<file path="config.mk">
export PLATFORM = sky130hd
export DESIGN_NAME = tcm_top
export DESIGN_NICKNAME = d
export VERILOG_FILES = /design/src/tcm_pkg.sv /design/src/tcm_top.sv
export VERILOG_INCLUDE_DIRS = /design/src /design/src/src
export SDC_FILE = /design/constraint.sdc
export NUM_CORES = 1
export LEC_CHECK = 0
export BUFFER_PORTS_ARGS = -buffer_cell sky130_fd_sc_hd__buf_2
export CAP_MARGIN = 10
export CORE_MARGIN = 5
export CORE_UTILIZATION = 50
export CTS_BUF_LIST = sky130_fd_sc_hd__clkbuf_8
export DETAILED_ROUTE_END_ITERATION = 10
export GPL_TIMING_DRIVEN = 0
export HOLD_SLACK_MARGIN = 0.12
export PLACE_DENSITY = 0.75
export SLEW_MARGIN = 20
export SYNTH_ARGS = -nofsm -noshare
export SYNTH_HDL_FRONTEND = slang
export SYNTH_SLANG_ARGS = --single-unit
</file>
<file path="constraint.sdc">
create_clock -name hclk -period 5.5 [get_ports hclk]
set_input_delay 0.825 -clock hclk [delete_from_list [all_inputs] [get_ports hclk]]
set_output_delay 0.825 -clock hclk [all_outputs]
set_load 0.01 [all_outputs]
</file>
<file path="src/tcm_map.svh">
// Register indices, field positions and reset values of the timer control block
`ifndef TCM_MAP_SVH
`define TCM_MAP_SVH
`define TCM_IDX_CTRLA       4'h0
`define TCM_IDX_MODE_CTL    4'h1
`define TCM_IDX_EV_CTL      4'h4
`define TCM_IDX_INT_EN      4'h5
`define TCM_IDX_FLAGS       4'h6
`define TCM_IDX_STATUS      4'h7
`define TCM_IDX_CNT         4'hA
`define TCM_IDX_CAPCMP      4'hC
`define TCM_CTRLA_ENABLE    0
`define TCM_MODE_MSB        2
`define TCM_MODE_LSB        0
`define TCM_OUT_EN_BIT      4
`define TCM_OUT_INIT_BIT    5
`define TCM_EV_INPUT_EN     0
`define TCM_EV_EDGE         4
`define TCM_EV_FILTER       6
`define TCM_INT_CAPTURE     0
`define TCM_STATUS_RUN      0
`define TCM_RST_BIT         1'h0
`define TCM_RST_MODE        3'h0
`define TCM_RST_WORD        16'h0000
`define TCM_RST_RDATA       32'h0000_0000
`define TCM_FILTER_LEN      4
`endif

</file>
<file path="src/tcm_pkg.sv">
// Types shared by the timer control block
package tcm_pkg;
  typedef enum logic [2:0] {
    TCM_PERIODIC = 3'b000,
    TCM_TIMEOUT  = 3'b001,
    TCM_CAPTURE  = 3'b010,
    TCM_FREQ     = 3'b011,
    TCM_PWIDTH   = 3'b100,
    TCM_FREQ_PW  = 3'b101,
    TCM_SHOT     = 3'b110,
    TCM_PWM8     = 3'b111
  } tcm_mode_t;

  typedef enum logic [1:0] {
    TCM_FP_IDLE  = 2'b00,
    TCM_FP_FIRST = 2'b01,
    TCM_FP_SECOND = 2'b10
  } tcm_fpw_t;

  typedef struct packed {
    logic       go;
    logic [3:0] idx;
  } tcm_access_t;
endpackage

</file>
<file path="src/tcm_top.sv">
// Timer mode control, event handling, capture flag and register slave
// Functional notes
// - Output pin idles at the initial-level bit value before operation, but low in eight-bit PWM mode.
// - Output enable clear forces output to zero; set passes mode waveform.
// - Three-bit mode field selects one of eight timer modes.
// - Filter bit routes event input through noise canceller, else bypass.
// - Periodic and eight-bit PWM modes ignore both event edges.
// - Time-out mode: selected edge starts counter, opposite edge stops it.
// - Capture mode: selected edge copies counter to capture register, raises flag.
// - Frequency mode: selected edge captures, clears and restarts counter, raises flag.
// - Pulse-width mode: one edge restarts counter, opposite edge captures and flags.
// - Combined mode: first start edge restarts, following opposite edge captures.
// - Combined mode: second start edge stops counter and sets flag.
// - Single shot: edge-select 0 starts on rise, 1 on either edge.
// - Events act only while event input enable is set.
// - Capture interrupt enable gates flag onto interrupt request.
// - Flag clears on write one, or capture read in capture modes.
// - Periodic and time-out modes set flag when counter reaches top.
// - Single shot sets flag when running counter reaches top.
// - Eight-bit PWM sets flag when counter reaches compare low byte.
// - Read-only run bit shows counter running; no write can set it.
// - Noise canceller passes change only when four samples agree.
// - Every flag-setting condition pulses the event output one cycle.
// - Interrupt stays high while flag and enable both set.
`timescale 1ns/1ps
`include "tcm_map.svh"

module tcm_top (
  input  wire logic        hclk,
  input  wire logic        hresetn,
  input  wire logic        hsel,
  input  wire logic [31:0] haddr,
  input  wire logic [1:0]  htrans,
  input  wire logic        hwrite,
  input  wire logic [2:0]  hsize,
  input  wire logic [31:0] hwdata,
  input  wire logic        hready,
  output logic             hreadyout,
  output logic             hresp,
  output logic      [31:0] hrdata,
  input  wire logic        ev_in,
  output logic             event_out,
  output logic             cc_out,
  output logic             cc_out_en,
  output logic             irq
);
  tcm_pkg::tcm_access_t wr_ph;
  tcm_pkg::tcm_access_t rd_ph;
  tcm_pkg::tcm_mode_t   mode;
  tcm_pkg::tcm_fpw_t    phase;
  tcm_pkg::tcm_fpw_t    next_phase;
  logic                 enable;
  logic                 out_init;
  logic                 out_en;
  logic                 ev_en;
  logic                 edge_sel;
  logic                 filt_en;
  logic                 cap_ie;
  logic                 cap_flag;
  logic                 run;
  logic                 next_run;
  logic [15:0]          cnt;
  logic [15:0]          cap_cmp;
  logic                 ev_s1;
  logic                 ev_s2;
  logic [3:0]           hist;
  logic                 filt_lvl;
  logic                 ev_lvl;
  logic                 ev_prev;
  logic                 rise;
  logic                 fall;
  logic                 start_edge;
  logic                 stop_edge;
  logic                 top_hit;
  logic                 pwm_hit;
  logic                 do_cap;
  logic                 do_clr;
  logic                 set_flag;
  logic                 next_wave;
  logic                 cnt_wr;
  logic                 cap_cmp_wr;
  logic                 flag_clr;
  logic                 cap_read;
  logic                 take;

  function automatic logic wr_hit(input tcm_pkg::tcm_access_t a, input logic [3:0] idx);
    wr_hit = a.go && (a.idx == idx);
  endfunction

  function automatic logic is_capture_mode(input tcm_pkg::tcm_mode_t m);
    is_capture_mode = (m == tcm_pkg::TCM_CAPTURE) || (m == tcm_pkg::TCM_FREQ) ||
                      (m == tcm_pkg::TCM_PWIDTH) || (m == tcm_pkg::TCM_FREQ_PW);
  endfunction

  // Reads take one wait state so that a write just before is already stored
  assign take      = hsel && htrans[1] && hready;
  assign hreadyout = !rd_ph.go;
  assign hresp     = 1'b0;

  always_ff @(posedge hclk or negedge hresetn)
  begin
    if (!hresetn)
    begin
      wr_ph <= '0;
      rd_ph <= '0;
    end
    else
    begin
      wr_ph.go  <= take && hwrite && (haddr[1:0] == 2'b00);
      wr_ph.idx <= haddr[5:2];
      rd_ph.go  <= take && !hwrite;
      rd_ph.idx <= haddr[5:2];
    end
  end

  assign cnt_wr   = wr_hit(wr_ph, `TCM_IDX_CNT);
  assign cap_cmp_wr = wr_hit(wr_ph, `TCM_IDX_CAPCMP);
  assign flag_clr = wr_hit(wr_ph, `TCM_IDX_FLAGS) && hwdata[`TCM_INT_CAPTURE];
  assign cap_read = wr_hit(rd_ph, `TCM_IDX_CAPCMP) && is_capture_mode(mode);

  always_ff @(posedge hclk or negedge hresetn)
  begin
    if (!hresetn)
    begin
      enable   <= `TCM_RST_BIT;
      mode     <= tcm_pkg::tcm_mode_t'(`TCM_RST_MODE);
      out_init <= `TCM_RST_BIT;
      out_en   <= `TCM_RST_BIT;
      ev_en    <= `TCM_RST_BIT;
      edge_sel <= `TCM_RST_BIT;
      filt_en  <= `TCM_RST_BIT;
      cap_ie   <= `TCM_RST_BIT;
    end
    else
    begin
      if (wr_hit(wr_ph, `TCM_IDX_CTRLA))
        enable <= hwdata[`TCM_CTRLA_ENABLE];
      if (wr_hit(wr_ph, `TCM_IDX_MODE_CTL))
      begin
        mode     <= tcm_pkg::tcm_mode_t'(hwdata[`TCM_MODE_MSB:`TCM_MODE_LSB]);
        out_en   <= hwdata[`TCM_OUT_EN_BIT];
        out_init <= hwdata[`TCM_OUT_INIT_BIT];
      end
      if (wr_hit(wr_ph, `TCM_IDX_EV_CTL))
      begin
        ev_en    <= hwdata[`TCM_EV_INPUT_EN];
        edge_sel <= hwdata[`TCM_EV_EDGE];
        filt_en  <= hwdata[`TCM_EV_FILTER];
      end
      if (wr_hit(wr_ph, `TCM_IDX_INT_EN))
        cap_ie <= hwdata[`TCM_INT_CAPTURE];
    end
  end

  // Event pin is asynchronous: two flops before anything looks at it
  always_ff @(posedge hclk or negedge hresetn)
  begin
    if (!hresetn)
    begin
      ev_s1 <= 1'b0;
      ev_s2 <= 1'b0;
    end
    else
    begin
      ev_s1 <= ev_in;
      ev_s2 <= ev_s1;
    end
  end

  always_ff @(posedge hclk or negedge hresetn)
  begin
    if (!hresetn)
    begin
      hist     <= 4'h0;
      filt_lvl <= 1'b0;
      ev_prev  <= 1'b0;
    end
    else
    begin
      hist    <= {hist[2:0], ev_s2};
      ev_prev <= ev_lvl;
      if (hist == {`TCM_FILTER_LEN{1'b1}} || hist == {`TCM_FILTER_LEN{1'b0}})
        filt_lvl <= hist[0];
    end
  end

  assign ev_lvl = filt_en ? filt_lvl : ev_s2;
  assign rise       = ev_en && enable && ev_lvl && !ev_prev;
  assign fall       = ev_en && enable && !ev_lvl && ev_prev;
  assign start_edge = edge_sel ? fall : rise;
  assign stop_edge  = edge_sel ? rise : fall;
  assign top_hit    = run && (cnt == cap_cmp);
  assign pwm_hit    = run && (cnt[7:0] == cap_cmp[7:0]);

  always_comb
  begin
    next_run   = run;
    next_phase = phase;
    do_cap     = 1'b0;
    do_clr     = 1'b0;
    set_flag   = 1'b0;
    if (!enable)
    begin
      next_run   = 1'b0;
      next_phase = tcm_pkg::TCM_FP_IDLE;
    end
    else
    begin
      case (mode)
        tcm_pkg::TCM_PERIODIC:
        begin
          next_run = 1'b1;
          set_flag = top_hit;
        end
        tcm_pkg::TCM_TIMEOUT:
        begin
          if (start_edge)
            next_run = 1'b1;
          else if (stop_edge)
            next_run = 1'b0;
          set_flag = top_hit;
        end
        tcm_pkg::TCM_CAPTURE:
        begin
          next_run = 1'b1;
          do_cap   = start_edge;
          set_flag = start_edge;
        end
        tcm_pkg::TCM_FREQ:
        begin
          next_run = 1'b1;
          do_cap   = start_edge;
          do_clr   = start_edge;
          set_flag = start_edge;
        end
        tcm_pkg::TCM_PWIDTH:
        begin
          next_run = 1'b1;
          do_clr   = start_edge;
          do_cap   = stop_edge;
          set_flag = stop_edge;
        end
        tcm_pkg::TCM_FREQ_PW:
        begin
          case (phase)
            tcm_pkg::TCM_FP_IDLE:
            begin
              if (start_edge)
              begin
                do_clr     = 1'b1;
                next_run   = 1'b1;
                next_phase = tcm_pkg::TCM_FP_FIRST;
              end
            end
            tcm_pkg::TCM_FP_FIRST:
            begin
              if (stop_edge)
              begin
                do_cap     = 1'b1;
                next_phase = tcm_pkg::TCM_FP_SECOND;
              end
            end
            tcm_pkg::TCM_FP_SECOND:
            begin
              if (start_edge)
              begin
                next_run   = 1'b0;
                set_flag   = 1'b1;
                next_phase = tcm_pkg::TCM_FP_IDLE;
              end
            end
            default:
              next_phase = tcm_pkg::TCM_FP_IDLE;
          endcase
        end
        tcm_pkg::TCM_SHOT:
        begin
          if (!run && (rise || (edge_sel && fall)))
            next_run = 1'b1;
          if (top_hit)
          begin
            next_run = 1'b0;
            set_flag = 1'b1;
          end
        end
        tcm_pkg::TCM_PWM8:
        begin
          next_run = 1'b1;
          set_flag = pwm_hit;
        end
        default:
          next_run = 1'b0;
      endcase
    end
  end

  // Bus writes to the counter win over counting
  always_ff @(posedge hclk or negedge hresetn)
  begin
    if (!hresetn)
    begin
      cnt   <= `TCM_RST_WORD;
      run   <= `TCM_RST_BIT;
      phase <= tcm_pkg::TCM_FP_IDLE;
    end
    else
    begin
      run   <= next_run;
      phase <= next_phase;
      if (cnt_wr)
        cnt <= hwdata[15:0];
      else if (do_clr)
        cnt <= `TCM_RST_WORD;
      else if (run)
      begin
        if (mode == tcm_pkg::TCM_PWM8)
          cnt <= {8'h00, pwm_hit ? 8'h00 : cnt[7:0] + 8'h01};
        else if (top_hit && (mode == tcm_pkg::TCM_PERIODIC || mode == tcm_pkg::TCM_TIMEOUT ||
                 mode == tcm_pkg::TCM_SHOT))
          cnt <= `TCM_RST_WORD;
        else
          cnt <= cnt + 16'h0001;
      end
    end
  end

  always_ff @(posedge hclk or negedge hresetn)
  begin
    if (!hresetn)
      cap_cmp <= `TCM_RST_WORD;
    else if (cap_cmp_wr)
      cap_cmp <= hwdata[15:0];
    else if (do_cap)
      cap_cmp <= cnt;
  end

  always_ff @(posedge hclk or negedge hresetn)
  begin
    if (!hresetn)
      cap_flag <= `TCM_RST_BIT;
    else if (set_flag)
      cap_flag <= 1'b1;
    else if (flag_clr || cap_read)
      cap_flag <= 1'b0;
  end

  always_ff @(posedge hclk or negedge hresetn)
  begin
    if (!hresetn)
      event_out <= 1'b0;
    else
      event_out <= set_flag;
  end

  assign irq = cap_flag && cap_ie;

  // initial level unless shot or PWM drive the pin
  always_comb
  begin
    case (mode)
      tcm_pkg::TCM_SHOT: next_wave = next_run ? !out_init : out_init;
      tcm_pkg::TCM_PWM8: next_wave = run && (cnt[7:0] < cap_cmp[15:8]);
      default:           next_wave = out_init;
    endcase
  end

  always_ff @(posedge hclk or negedge hresetn)
  begin
    if (!hresetn)
    begin
      cc_out    <= 1'b0;
      cc_out_en <= 1'b0;
    end
    else
    begin
      cc_out    <= out_en ? next_wave : 1'b0;
      cc_out_en <= out_en;
    end
  end

  // run bit read only; unused bits read zero
  always_ff @(posedge hclk or negedge hresetn)
  begin
    if (!hresetn)
      hrdata <= `TCM_RST_RDATA;
    else if (rd_ph.go)
    begin
      case (rd_ph.idx)
        `TCM_IDX_CTRLA:    hrdata <= {31'h0, enable};
        `TCM_IDX_MODE_CTL: hrdata <= {26'h0, out_init, out_en, 1'b0, mode};
        `TCM_IDX_EV_CTL:   hrdata <= {25'h0, filt_en, 1'b0, edge_sel, 3'h0, ev_en};
        `TCM_IDX_INT_EN:   hrdata <= {31'h0, cap_ie};
        `TCM_IDX_FLAGS:    hrdata <= {31'h0, cap_flag};
        `TCM_IDX_STATUS:   hrdata <= {31'h0, run};
        `TCM_IDX_CNT:      hrdata <= {16'h0, cnt};
        `TCM_IDX_CAPCMP:   hrdata <= {16'h0, cap_cmp};
        default:           hrdata <= `TCM_RST_RDATA;
      endcase
    end
  end
endmodule // tcm_top

</file>
==> flow_summary_export.csv, run 1 <==
group,metric,value,unit
layout,fin_cells,680,
clocking,clkSinkCount,79,
detailed_routing,dr.pass1.iters,5,
layout,fillers,798,
setup_path,worstPathArrival,3.22,ns
clocking,numCtsBuffers,9,
clocking,clock_latency,0.36,ns
floorplanning,ioPinCount,113,
layout,final_cell_mix,"dfrtp_1, buf_2, mux2_2",
synthesis,yosys.area.top_type,"dfrtp_1",
detailed_routing,drt-total-wl,12180,um
layout,multi_input_area,2486,um2
synthesis,yosysUniqueCellTypes,60,
outcome,status,"finished clean",
layout,nNetsFinal,632,
setup_path,crit_fanout,10,
synthesis,avgSynthCellArea,10.14,um2
detailed_routing,wl_per_cell,17.90,um
global_route,grt_max_degree,51,
setup_path,worst_ep_required_time,5.74,ns
layout,areaGrowthSynthToFinish,15.13,%
layout,fin_util,0.5924,
pwr,power.density,312.1,nW/um2
detailed_routing,via_per_inst,5.860,
synthesis,ys_seq_area_frac,0.4158,
timing,skew,0.008823,ns
layout,diodes,0,
timing,fin_setup_tns,0,ns
timing,finalHoldViolations,0,
global_route,antenna_found_initial,0,
synthesis,yosys_warnings,0,
clocking,cts_tree,"built",
global_route,overflow,0,
timing,whs,0.3534,ns
clocking,cts_resized,0,
pwr,power.leakage,2.497,nW
synthesis,synth_flop_cell,"dfrtp_1",
floorplanning,rows,35,
detailed_routing,ant_nets,0,
placed_design,hpwlAfterDp,8994,um
layout,final_area,5474,um2
clocking,postCtsHoldBufs,0,
placed_design,place_inst,664,
clocking,htreeDepth,3,
floorplanning,die_w,107.5,um
layout,regArea,1977,um2
clocking,root_buffer,"clkbuf_8",
timing,worst_slew_pin_slew,1.072,ns
clocking,cts_buffer_depth,2,
placed_design,io_buffers,49,
detailed_routing,num_vias,3985,
setup_path,endpoint_kind,"register",
synthesis,ys_seq_elements,79,
floorplanning,die_h,107.5,um
synthesis,synth.top_cells.by_area,"dfrtp_1, mux2_2, o2bb2ai_1, xnor2_1, ha_1",
global_route,grt_pass1_wl,19810,um
clocking,post-cts-setup-buffers,0,
setup_path,worstSetupStartpointType,"register",
placed_design,gp_congestion,0.9342,
detailed_routing,drc,0,
timing,fmax,336.1,MHz
floorplanning,core,9240,um2
timing,finalCritPeriodShare,0.5409,
floorplanning,initial_utilization,0.5146,
timing,slew_viol_final,0,
global_route,first_global_vias,3806,
setup_path,criticalPathCategory,"register to register",
global_route,gr-usage-all-layers,0.2190,
timing,rsz0062_at_grt,"no",
synthesis,synthCells,469,
detailed_routing,drt_iter0_markers,322,
flow_run,cap_viol_max_count,0,
worst_hold_path,holdCritPathClass,"register to register",
timing,fin_crit,2.975,ns
synthesis,synth_edf_count,0,
layout,final_common_cell,"dfrtp_1",
timing,setup_viol,0,
timing,maxSlewHeadroom,0.2786,
floorplanning,dieArea,11560,um2
placed_design,place_area,5244,um2
synthesis,synth_top_area_share,0.4158,
synthesis,syn_area,4755,um2
clocking,clk_pin_slew,0.08,ns
layout,drive_above_1_share,0.2450,
pwr,peakVddDrop,0.1960,mV
synthesis,postSynth.asyncResetShare,1.000,
[per-layer routing]
layer	wire [um]	up-vias	GRT usage	part of all wire
met5	0	-	0	0
met4	228	0	0.06673	0.019
met3	697	22	0.03839	0.057
met2	5479	161	0.3277	0.45
met1	5769	1947	0.3232	0.47
li1	-	1855	-	-
[Yosys cell counts (all sizes together) (3+ instances only)]
cell type	instances
nor3	7
ha	11
and2	6
o21ai	18
xnor2	16
a221o	8
mux2	38
buf	26
clkbuf	22
a2bb2oi	3
a31oi	7
mux2i	12
a21oi	16
o31ai	3
a211oi	3
o221ai	5
a21o	3
nor2b	3
inv	18
or3	3
nand3	15
and3	8
nor2	24
nand4b	5
dfrtp	79
nand2	27
nand2b	7
nand4	6
o211ai	3
a22oi	16
nor4	5
nor4b	6
o2bb2ai	16
[critical path, stage by stage, from the launching register on]
cell	delay [ns]
dfrtp_1	0.36
clkbuf_1	0.38
xnor2_1	0.17
nand4_1	0.11
nor4_1	0.83
o22a_1	0.40
buf_4	0.21
o21ai_0	0.10
a221o_1	0.31
[metrics by stage]
step,total power [mW],setup WS (ns)
3_3_place_gp,1.194,2.629
5_1_grt,1.802,2.383
3_5_place_dp,1.211,2.618
4_1_cts,1.710,2.596
6_report,1.709,2.525
2_1_floorplan,1.074,3.142
[path summary, 6_finish.rpt]
path	from	endpoint	slack, ns	depth (start not counted)
max reg2reg	cnt[6]	cnt[4]	2.52	8
max in group asynchronous	hresetn	cnt[15]	4.43	2
max	cnt[6]	cnt[4]	2.52	8
min in group asynchronous	hresetn	ev_prev	0.48	1
min	ev_s1	ev_s2	0.35	0
min reg2reg	ev_s1	ev_s2	0.35	0
[cell type report]
type | count | area share
clock buffer | 10 | 0.02514
tap | 129 | 0.02949
timing repair buffer | 50 | 0.04891
clock inverter | 6 | 0.01691
sequential | 79 | 0.3611
inverter | 20 | 0.01371
buffer | 48 | 0.05051
multi-input combinational | 338 | 0.4542
[logic make-up (layout without fill, tap and decap cells)]
| group | Yosys count | count (layout) | synth area share |
|---|---|---|---|
| buffers and inverters | 68 | 134 | 0.07395 |
| flip-flops | 79 | 79 | 0.4158 |
| AND/OR/NAND/NOR | 128 | 128 | 0.1450 |
| XOR/XNOR | 17 | 17 | 0.03132 |
| other | 1 | 17 | 0.0007887 |
| AO/OA/AOI/OAI | 114 | 114 | 0.1753 |
| adder cells (fa/ha/maj) | 11 | 11 | 0.02895 |
| multiplexers | 51 | 51 | 0.1289 |
[state kept, by name, summed over array words and instances, names as in the netlist, 2 cells and up]
| register | count |
|---|---|
| cap_cmp | 16 |
| cnt | 16 |
| hist | 4 |
| hrdata | 16 |
| mode | 3 |
| phase | 2 |
| rd_ph | 5 |
[power by group]
part	internal [mW]	leakage, nW	switching (mW)
registers	0.664	1.01	0.0966
logic	0.214	1.38	0.234
clock network	0.270	0.109	0.230
total	1.15	2.50	0.561
Note: power is estimated with default switching activity, not from simulation.
==> run 2, diff against run 1 <==
Settings changed: PLACE_DENSITY 0.75 to 0.78.
Clock period 5.5 ns to 2.4 ns, I/O delays scaled along.
==> run 2 against run 1 <==
  * Fmax up 24%
  * Via count grew 1.2%
  * First-iteration DRC count increased by 29%
  * Clock skew increased by 0.0044 ns
  * Critical path depth fell by 1
  * Sequential power up 140%
  * Sequential cell count did not move
  * Sequential share of layout area down 1.1 points
  * Setup slack got worse by 2.5 ns
  * Core utilization grew 2.0 points
  * Global-route usage up 0.21 points
  * Critical endpoint is now cap_cmp[7]
==> flow_summary_export.csv, run 2 (synthesis gave the netlist of run 1 again) <==
group,metric,value,unit
pwr,power.density,719.9,nW/um2
flow_run,cap_viol_max_count,0,
global_route,overflow,0,
pwr,total_power,4.076,mW
setup_path,r2r_start,"filt_en",
global_route,gr-usage-all-layers,0.2211,
layout,top_regs,"cap_cmp (16), cnt (16), hrdata (16)",
floorplanning,die_w,107.5,um
layout,drive_above_1_share,0.2809,
timing,fmax,416.7,MHz
clocking,cts_tree,"built",
placed_design,hpwlAfterDp,9116,um
pwr,seqPwrFrac,0.446,
worst_hold_path,holdPathStages,2,
layout,areaGrowthSynthToFinish,19.08,%
floorplanning,dieArea,11560,um2
placed_design,gp_congestion,0.9398,
floorplanning,initial_utilization,0.5146,
pwr,pwr-share-clk,0.304,
pwr,combPwrFrac,0.250,
global_route,antenna_found_initial,0,
timing,fin_ws,0.0003486,ns
layout,final_cell_mix,"dfrtp_1, buf_2, mux2_2",
setup_path,rr_endpoint,"cap_cmp[7]",
setup_path,reg2reg_depth,7,
timing,fin_setup_tns,0,ns
pwr,peakVddDrop,0.5123,mV
clocking,htreeDepth,3,
worst_hold_path,holdCritStartpoint,"hwrite",
detailed_routing,ant_nets,0,
worst_hold_path,min_to,"rd_ph[4]",
pwr,p_sw_frac,0.3337,
outcome,status,"finished clean",
clocking,clkSinkCount,79,
global_route,first_global_vias,3986,
pwr,internal_power,2.716,mW
setup_path,worstSetupStartpointType,"register",
detailed_routing,wl_per_cell,18.40,um
timing,slew_viol_final,0,
clocking,numCtsBuffers,9,
floorplanning,die_h,107.5,um
setup_path,worstPathArrival,2.65,ns
timing,maxSlewHeadroom,0.5872,
pwr,p_switching,1.360,mW
setup_path,crit_fanout,10,
placed_design,io_buffers,49,
floorplanning,core,9240,um2
layout,diodes,0,
floorplanning,ioPinCount,113,
floorplanning,rows,35,
global_route,grt_pass1_wl,20320,um
clocking,clk_pin_slew,0.09,ns
detailed_routing,drt_iter0_markers,416,
placed_design,pre_cts_ws,-0.4020,ns
timing,setup_viol,0,
detailed_routing,via_per_inst,5.859,
worst_hold_path,holdCritPathClass,"primary input to register",
clocking,clock_latency,0.37,ns
timing,fin_crit,2.400,ns
detailed_routing,dr.pass1.iters,5,
timing,finalCritPeriodShare,0.9999,
timing,finalHoldViolations,0,
pwr,power.leakage,2.590,nW
detailed_routing,num_vias,4031,
detailed_routing,drt-total-wl,12660,um
setup_path,endpoint_kind,"register",
clocking,root_buffer,"clkbuf_8",
setup_path,reg2reg_slack,0.0003,ns
setup_path,worst_ep_required_time,2.65,ns
detailed_routing,drc,0,
clocking,cts_buffer_depth,2,
layout,nNetsFinal,640,
timing,skew,0.01319,ns
global_route,grt_max_degree,45,
timing,rsz0062_at_grt,"yes",
layout,final_common_cell,"dfrtp_1",
setup_path,criticalPathCategory,"register to register",
timing,worst_slew_pin_slew,0.6192,ns
-- run 2: through the flow --
stage	hold WS [ns]	utilization	cells	cell area [um2]
after floorplan	0.06441	-	485	4815
after global placement	0.3316	0.5651	663	5221
after detailed placement	0.3362	0.5675	664	5244
after CTS	0.1436	0.6093	690	5630
after global routing	0.1575	0.6127	688	5662
final	0.1643	0.6127	688	5662
-- run 2: power by group through the flow --
stage                     clock [mW]  sequential [mW]  combinational [mW]
after floorplan                    0             1.70               0.758
after global placement             0             1.75               0.978
after detailed placement           0             1.76                1.02
after CTS                       1.25             1.76                1.06
after global routing            1.31             1.85                1.11
final                           1.24             1.82                1.02
-- run 2: worst max path at each step --
stage | depth (start not counted) | to | slack (ns) | from
after floorplan | 7 | cap_cmp[12] | 0.04 | filt_en
after global placement | 8 | cnt[4] | -0.39 | cnt[6]
after detailed placement | 8 | cnt[4] | -0.40 | cnt[6]
after CTS | 7 | cap_cmp[7] | 0.005 | filt_en
after global routing | 7 | cnt[4] | -0.05 | cnt[6]
final | 7 | cap_cmp[7] | 0.0003 | filt_en
-- run 2: what timing repair did --
action                                 4_1_cts  5_1_grt
endpoints found under the hold margin       48        0
setup endpoints to repair                   44       25
hold buffers                                 6        0
pin swaps                                    2        1
resized for setup                           12       10
setup buffers                                6        4
-- run 2: layout make-up --
cell class / count / area (um2)
clock inverters: 7 / 118.9
flip-flops and latches: 79 / 1982
fillers: 770 / 3578
multi-input cells: 338 / 2542
plain buffers: 40 / 255.2
clock buffers: 9 / 123.9
inverters: 20 / 75.07
well taps: 129 / 161.4
repair buffers: 66 / 402.9
-- run 2: per-layer routing --
layer  GRT usage  share of wire
met1      0.3116           0.44
met2      0.3477           0.47
met5           0              0
met3     0.04019          0.080
met4     0.06583          0.012
-- run 2: critical path, stage by stage, from the launching register on --
cell and delay [ns]:
dfrtp_2 0.40, mux2i_4 0.30, mux2_4 0.34, or4_4 0.48
a21o_1 0.19, buf_6 0.14, buf_12 0.15, mux2_4 0.30
